--- config.mk ---
export PLATFORM = sky130hd
export DESIGN_NAME = sdi_sequencer
export DESIGN_NICKNAME = d
export VERILOG_FILES = /design/src/verilog/sdi_pkg.sv /design/src/verilog/sdi_sync.sv /design/src/verilog/sdi_sequencer.sv
export SDC_FILE = /design/constraint.sdc
export NUM_CORES = 1
export LEC_CHECK = 0
export BUFFER_PORTS_ARGS = -buffer_cell sky130_fd_sc_hd__buf_4
export CAP_MARGIN = 20
export CORE_UTILIZATION = 60
export CTS_BUF_LIST = sky130_fd_sc_hd__clkbuf_8
export CTS_CLUSTER_DIAMETER = 100
export CTS_CLUSTER_SIZE = 40
export DETAILED_ROUTE_END_ITERATION = 10
export PLACE_DENSITY = 0.86
export REMOVE_ABC_BUFFERS = 1
export SLEW_MARGIN = 20
export SYNTH_ARGS = -nofsm -noshare
export SYNTH_HDL_FRONTEND = slang
export SYNTH_SLANG_ARGS = --single-unit
--- constraint.sdc ---
create_clock -name clock -period 7.8 [get_ports clock]
set_input_delay 0.78 -clock clock [delete_from_list [all_inputs] [get_ports clock]]
set_output_delay 0.78 -clock clock [all_outputs]
set_load 0.05 [all_outputs]
--- src/verilog/sdi_pkg.sv ---
// Purpose: shared constants and types of the step/direction input sequencer
// Assumes: 250 MHz core clock
// Notes: times are held in their printed unit, cycle counts derive from them
package sdi_pkg;
  localparam int unsigned CLK_MHZ = 250;
  localparam int unsigned CANCEL_NS = 2000;
  // longest time: rounds down
  localparam int unsigned CANCEL_CYC = (CANCEL_NS * CLK_MHZ) / 1000;
  localparam int unsigned IDLE_MS = 1500;
  localparam int unsigned IDLE_CYC_DEF = IDLE_MS * CLK_MHZ * 1000;
  localparam int unsigned POS_W = 8;
  localparam int unsigned TMR_W = 32;
  localparam logic [POS_W-1:0] POS_RST = 8'h00;
  localparam logic [2:0] SYNC_RST = 3'h7;
  localparam logic [1:0] LVL_FULL = 2'h2;
  localparam logic [1:0] LVL_REDUCED = 2'h1;
  localparam logic [1:0] LVL_OFF = 2'h0;

  typedef struct packed {
    logic step_n;
    logic dir_n;
    logic disable_lvl;
    logic reduce_n;
  } sdi_pins_t;

  typedef struct packed {
    logic [POS_W-1:0] position;
    logic [1:0] current_level;
  } sdi_drive_t;

  typedef enum logic [2:0] {
    ST_OFF = 3'b001,
    ST_FULL = 3'b010,
    ST_REDUCED = 3'b100
  } sdi_state_t;
endpackage

--- src/verilog/sdi_sync.sv ---
// Purpose: three-stage pin synchroniser with agreement of last two stages
// Assumes: input is asynchronous to clock
// Notes: first stage is read only by the second
module sdi_sync (
  input wire logic clock,
  input wire logic rst,
  input wire logic pin,
  output logic level,
  output logic fall
);
  import sdi_pkg::*;
  logic [2:0] sh_q;
  logic level_q;
  wire agree = (sh_q[1] == sh_q[2]);
  wire level_d = agree ? sh_q[2] : level_q;
  always_ff @(posedge clock or posedge rst) begin
    if (rst) begin
      sh_q <= SYNC_RST;
      level_q <= 1'b1;
    end else begin
      sh_q <= {sh_q[1:0], pin};
      level_q <= level_d;
    end
  end
  assign level = level_q;
  // open inputs idle high, so only a high-to-low change is a fall
  assign fall = level_q & ~level_d;
endmodule

--- src/verilog/sdi_sequencer.sv ---
// Purpose: step/direction input sequencing of a microstep driver
// Assumes: pins idle high when open; one 250 MHz clock
// Notes: position output wraps; the phase table lies downstream
// Behaviour
// - each falling step edge moves position once
// - direction high counts forward, low backward
// - disable high switches phase current off
// - disable low restores phase current
// - position keeps counting while disabled
// - re-enable drives the newly reached position
// - reduction request is active low
// - idle with request lowers current after timeout
// - request withdrawn restores full current at once
// - step edge cancels reduction within 2us
module sdi_sequencer #(
  parameter int unsigned IDLE_CYC = sdi_pkg::IDLE_CYC_DEF
) (
  input wire logic clock,
  input wire logic rst,
  input wire sdi_pkg::sdi_pins_t pins,
  output sdi_pkg::sdi_drive_t drive,
  output logic step_pulse
);
  import sdi_pkg::*;

  logic step_lvl, step_fall, dir_lvl, dis_lvl, red_lvl;

  // each pin passes its own three-stage sampler
  sdi_sync u_step (
    .clock(clock),
    .rst(rst),
    .pin(pins.step_n),
    .level(step_lvl),
    .fall(step_fall)
  );
  sdi_sync u_dir (
    .clock(clock),
    .rst(rst),
    .pin(pins.dir_n),
    .level(dir_lvl),
    .fall()
  );
  sdi_sync u_dis (
    .clock(clock),
    .rst(rst),
    .pin(pins.disable_lvl),
    .level(dis_lvl),
    .fall()
  );
  sdi_sync u_red (
    .clock(clock),
    .rst(rst),
    .pin(pins.reduce_n),
    .level(red_lvl),
    .fall()
  );

  function automatic logic [POS_W-1:0] next_pos(input logic [POS_W-1:0] p,
                                                input logic fwd);
    next_pos = fwd ? POS_W'(p + 1'b1) : POS_W'(p - 1'b1);
  endfunction

  logic [POS_W-1:0] pos_q, pos_d;
  logic [TMR_W-1:0] idle_q, idle_d;
  logic step_pulse_q;
  sdi_state_t st_q, st_d;
  logic [1:0] lvl_q, lvl_d;

  // counting does not look at disable, so steps keep landing while off
  assign pos_d = step_fall ? next_pos(pos_q, dir_lvl) : pos_q;
  wire idle_done = (idle_q >= TMR_W'(IDLE_CYC));
  assign idle_d = step_fall ? '0 :
                  (idle_done ? idle_q : TMR_W'(idle_q + 1'b1));
  wire reduce_req = ~red_lvl;

  // disable outranks reduction; a step in the timeout cycle keeps full
  wire go_off = dis_lvl;
  wire go_red = reduce_req && idle_done && !step_fall;
  wire go_full = !reduce_req || step_fall;

  always_comb begin
    st_d = st_q;
    unique case (st_q)
      ST_OFF: begin
        if (!go_off) st_d = ST_FULL;
      end
      ST_FULL: begin
        if (go_off) st_d = ST_OFF;
        else if (go_red) st_d = ST_REDUCED;
      end
      ST_REDUCED: begin
        if (go_off) st_d = ST_OFF;
        else if (go_full) st_d = ST_FULL;
      end
      default: st_d = ST_OFF;
    endcase
  end

  assign lvl_d = (st_d == ST_FULL) ? LVL_FULL :
                 (st_d == ST_REDUCED) ? LVL_REDUCED : LVL_OFF;

  always_ff @(posedge clock or posedge rst) begin
    if (rst) begin
      pos_q <= POS_RST;
      idle_q <= '0;
      st_q <= ST_OFF;
      lvl_q <= LVL_OFF;
      step_pulse_q <= 1'b0;
    end else begin
      pos_q <= pos_d;
      idle_q <= idle_d;
      st_q <= st_d;
      lvl_q <= lvl_d;
      step_pulse_q <= step_fall;
    end
  end

  // output always carries the live position, so re-enable uses it directly
  assign drive = '{position: pos_q, current_level: lvl_q};
  assign step_pulse = step_pulse_q;

  // assertions
  localparam int CANCEL_WIN = CANCEL_CYC;

  a_step_moves: assert property (
    @(posedge clock) disable iff (rst)
    step_pulse |-> drive.position != $past(drive.position))
    else $error("step did not move position");
  a_one_pulse: assert property (
    @(posedge clock) disable iff (rst)
    step_pulse |=> !step_pulse)
    else $error("step pulse longer than one cycle");
  a_pulse_follows: assert property (
    @(posedge clock) disable iff (rst)
    step_fall |=> step_pulse)
    else $error("counted step gave no pulse");
  a_pos_hold: assert property (
    @(posedge clock) disable iff (rst)
    !step_fall |=> drive.position == $past(drive.position))
    else $error("position moved without a step");
  a_dir_sign: assert property (
    @(posedge clock) disable iff (rst)
    step_fall && dir_lvl |=> pos_q == POS_W'($past(pos_q) + 1'b1))
    else $error("forward step wrong");
  a_dir_back: assert property (
    @(posedge clock) disable iff (rst)
    step_fall && !dir_lvl |=> pos_q == POS_W'($past(pos_q) - 1'b1))
    else $error("backward step wrong");

  a_off_when_dis: assert property (
    @(posedge clock) disable iff (rst)
    dis_lvl |=> drive.current_level == LVL_OFF)
    else $error("current not off while disabled");
  a_off_needs_dis: assert property (
    @(posedge clock) disable iff (rst)
    drive.current_level == LVL_OFF |-> $past(dis_lvl))
    else $error("current off while enabled");
  a_on_when_en: assert property (
    @(posedge clock) disable iff (rst)
    !dis_lvl && !reduce_req |=> drive.current_level == LVL_FULL)
    else $error("current not restored");
  a_count_dis: assert property (
    @(posedge clock) disable iff (rst)
    dis_lvl && step_fall |=> pos_q != $past(pos_q))
    else $error("no count while disabled");
  a_dis_pulse: assert property (
    @(posedge clock) disable iff (rst)
    dis_lvl && step_fall |=> step_pulse)
    else $error("no step pulse while disabled");

  a_no_early_red: assert property (
    @(posedge clock) disable iff (rst)
    drive.current_level == LVL_REDUCED |-> reduce_req || $past(reduce_req))
    else $error("reduced without request");
  a_red_after_idle: assert property (
    @(posedge clock) disable iff (rst)
    drive.current_level == LVL_REDUCED |-> $past(idle_done))
    else $error("reduced before standstill timeout");
  a_red_not_dis: assert property (
    @(posedge clock) disable iff (rst)
    drive.current_level == LVL_REDUCED |-> !$past(dis_lvl))
    else $error("reduced current while disabled");
  a_red_timeout: assert property (
    @(posedge clock) disable iff (rst)
    reduce_req && !dis_lvl && idle_done && !step_fall
      ##1 reduce_req && !dis_lvl && !step_fall
      |=> drive.current_level == LVL_REDUCED)
    else $error("reduction late");
  a_red_release: assert property (
    @(posedge clock) disable iff (rst)
    !reduce_req |=> drive.current_level != LVL_REDUCED)
    else $error("reduction kept after request withdrawn");
  a_red_cancel: assert property (
    @(posedge clock) disable iff (rst)
    step_fall && !dis_lvl |=> drive.current_level == LVL_FULL)
    else $error("step did not cancel reduction");
  // measured from the pin, so the sampler delay counts against the window
  a_cancel_in_time: assert property (
    @(posedge clock) disable iff (rst)
    $fell(pins.step_n) |-> ##[1:CANCEL_WIN] drive.current_level != LVL_REDUCED)
    else $error("reduction not cancelled in time");
  a_idle_restart: assert property (
    @(posedge clock) disable iff (rst)
    step_fall |=> idle_q == '0)
    else $error("idle timer not restarted by step");
  a_idle_climbs: assert property (
    @(posedge clock) disable iff (rst)
    !step_fall && !idle_done |=> idle_q == TMR_W'($past(idle_q) + 1'b1))
    else $error("idle timer did not advance");

  // scenarios the bench should reach
  c_reduced: cover property (@(posedge clock) disable iff (rst)
    st_q == ST_REDUCED ##1 st_q == ST_FULL);
  c_dis_step: cover property (@(posedge clock) disable iff (rst)
    dis_lvl && step_fall);
  c_reenable: cover property (@(posedge clock) disable iff (rst)
    st_q == ST_OFF ##1 st_q == ST_FULL);
  c_cancel: cover property (@(posedge clock) disable iff (rst)
    st_q == ST_REDUCED && step_fall);
  c_withdraw: cover property (@(posedge clock) disable iff (rst)
    st_q == ST_REDUCED && !reduce_req);
endmodule

==> flow_summary.yaml <==
status:
  status: "finished clean"
sta:
  fin_crit_sh: 0.3446
  rsz0062_at_grt: "no"
  relSlewSlack: 0.4056
  worst_clock_skew_ps: 7.762
  max_slew.worst_pin.slew_ps: 889.4
  finalHoldViolCount: 0
  min_period_ps: 2688
  finalSetupViolCount: 0
  fmax_ghz: 0.3720
  fin_tns_setup_ps: 0
  drv_slew: 0
final_layout:
  nets: 353
  n_fill_cell: 366
  syn2layout_area_growth_pct: 11.20
  regArea_sq_um: 1573
  final_layout_size_suffix_gt1_frac: 0.2187
  multi_input_area_sq_um: 1577
  final_cell_mix: "45 x dfrtp_1, 26 x nand2_1, 25 x a21oi_1, 19 x buf_4, 17 x dfstp_2"
  diodes: 0
  layout.cells.non_filler: 413
  final_common_cell: "dfrtp_1"
die:
  io_pins: 17
  die-area_sq_um: 5752
  core_sq_um: 5172
  die_w_microns: 75.85
  rows: 26
  initial_core_util: 0.6326
  die_h_microns: 75.85
synthesis:
  synth-seq-cells: 62
  ys_warn_count: 0
  ys.flop_type: "dfrtp_1"
  synth_edf_count: 0
  ys_types: 52
  async_flop_share: 1.000
  avgSynthCellArea_sq_um: 10.13
  synth_area_sq_um: 3272
  synth_cells: 323
  ys_seq_area_frac: 0.4807
route:
  viasPerCell: 6.305
  wl_microns: 6626
  first_pass_iters: 4
  drc: 0
  post_drt_wl_per_cell_microns: 16.04
  via_count: 2604
  postRouteAntennaNets: 0
  drt_iter0_drc: 162
clock_tree:
  clk_latency_ps: 350
  cts_hold_buf: 0
  clk_pin_slew_worst_paths_ps: 80
  cts.sinks: 62
  cts_setup_buffers: 0
  cts_inserted_buffers: 9
  cts_resized: 0
  cts_tree: "yes"
  cts.htree.levels: 3
  clockBufferDepth: 2
  clockRootBuffer: "clkbuf_8"
setup_path:
  crit_start: "u_step.sh_q[1]"
  crit_type: "reg -> reg"
  end_kind: "flip-flop"
  startpoint_type: "flip-flop"
  worstPathMaxFanout: 29
  r2r_start: "u_step.sh_q[1]"
  worstPathRequired_ps: 8070
  cp.arrival_ps: 2960
grt:
  grt_pass1_vias: 2461
  antenna_found_initial: 0
  overflow: 0
  grt_pass1_wl_microns: 11190
  gr-usage-all-layers: 0.2649
  grt_max_degree: 34
placement:
  placed_cells: 396
  dp_hpwl_microns: 4399
  gp_congestion: 0.8170
  port_buffers: 16
flow_run:
  cap_violations: 0
hold_path:
  min_from: "u_red.sh_q[0]"
  min_path_type: "reg -> reg"
power_and_ir_drop:
  p_leak_uw: 0.001608
  p_per_area_nw_per_um2: 281.5
  ir_drop_v: 0.0002858
-- where the power goes --
part	leakage [uW]	internal, uW	switching (uW)
Clock	0.000101	151	141
Sequential	0.000783	369	44.9
Combinational	0.000724	121	197
-- layer usage --
metal  GRT usage  vias up  wire [microns]
met2      0.4297       64            3373
met3     0.06614        8             268
met5           0        -               0
met4      0.1173        0              82
met1      0.3365     1292            2902
li1            -     1240               -
-- state kept, by name, summed over array words and instances, names as in the netlist --
name,cells
st_q,3
u_step.level,1
pos_q,8
u_red.sh_q,3
u_step.sh_q,3
idle_q,32
lvl_q,2
u_dir.level,1
step_pulse,1
u_red.level,1
u_dir.sh_q,3
u_dis.level,1
u_dis.sh_q,3
-- cell usage after synthesis (4+ instances only) --
cell type,count,area (sq um)
a21oi_1,25,125.1
or2_2,9,56.30
a41o_1,5,50.05
a31oi_1,4,25.02
inv_1,12,45.04
nor3_1,4,20.02
dfstp_2,17,446.7
nand3_1,16,80.08
mux2i_1,7,70.07
nor2_1,16,60.06
nand2_1,26,97.59
and4_1,4,35.03
o31ai_1,9,67.56
a31o_2,4,35.03
o21ai_0,10,50.05
dfrtp_1,45,1126
nand4_1,10,62.56
nor2b_1,6,37.54
or4_1,9,67.56
a211oi_1,4,30.03
maj3_1,4,40.04
ha_1,8,100.1
and3_1,8,50.05
clkbuf_1,10,37.54
-- through the flow --
step	instance area, sq um	utilization	power, uW	setup slack (ps)	hold WS [ps]
floorplan	3186	-	652.3	5349	345.2
global placement	3425	0.6621	723.2	5201	345.6
detailed placement	3425	0.6621	736.4	5079	347.2
CTS	3627	0.7013	1031	5047	353.9
global route	3638	0.7034	1078	4702	354.9
finish	3638	0.7034	1024	5112	358.2
-- path summary, 6_finish.rpt --
check                                end  slack, ps  cells past startpoint
max                           idle_q[24]       5110                      6
min                        u_red.sh_q[1]        360                      0
max reg2reg                   idle_q[24]       5110                      6
min reg2reg                u_red.sh_q[1]        360                      0
max in group asynchronous  u_dis.sh_q[2]       6390                      3
min in group asynchronous     step_pulse        510                      2
-- critical path, stage by stage, from the launching register on --
cell and delay (ps):
dfstp_2 540, nor2_1 40, nand2_1 640, inv_1 590, buf_4 370, or2_2 280, mux2i_1 130
-- cells by family (layout without fill, tap and decap cells) --
family,Yosys count,after routing,synth area share
AOI/OAI and AO/OA,80,80,0.1706
muxes,8,8,0.02486
xor gates and xnor gates,5,5,0.01339
buffers and inverters,28,48,0.04015
adders and majority gates,13,13,0.04895
and+or+nand+nor,127,127,0.2214
DFF,62,62,0.4807
-- final cells by class --
class | instances | area share
repair buffers | 20 | 0.04230
inverters | 12 | 0.01238
multi-input cells | 233 | 0.4333
clock buffers | 9 | 0.03404
flip-flops and latches | 62 | 0.4323
well taps | 70 | 0.02407
clock inverters | 7 | 0.02166
(Power assumes the default switching activity.)
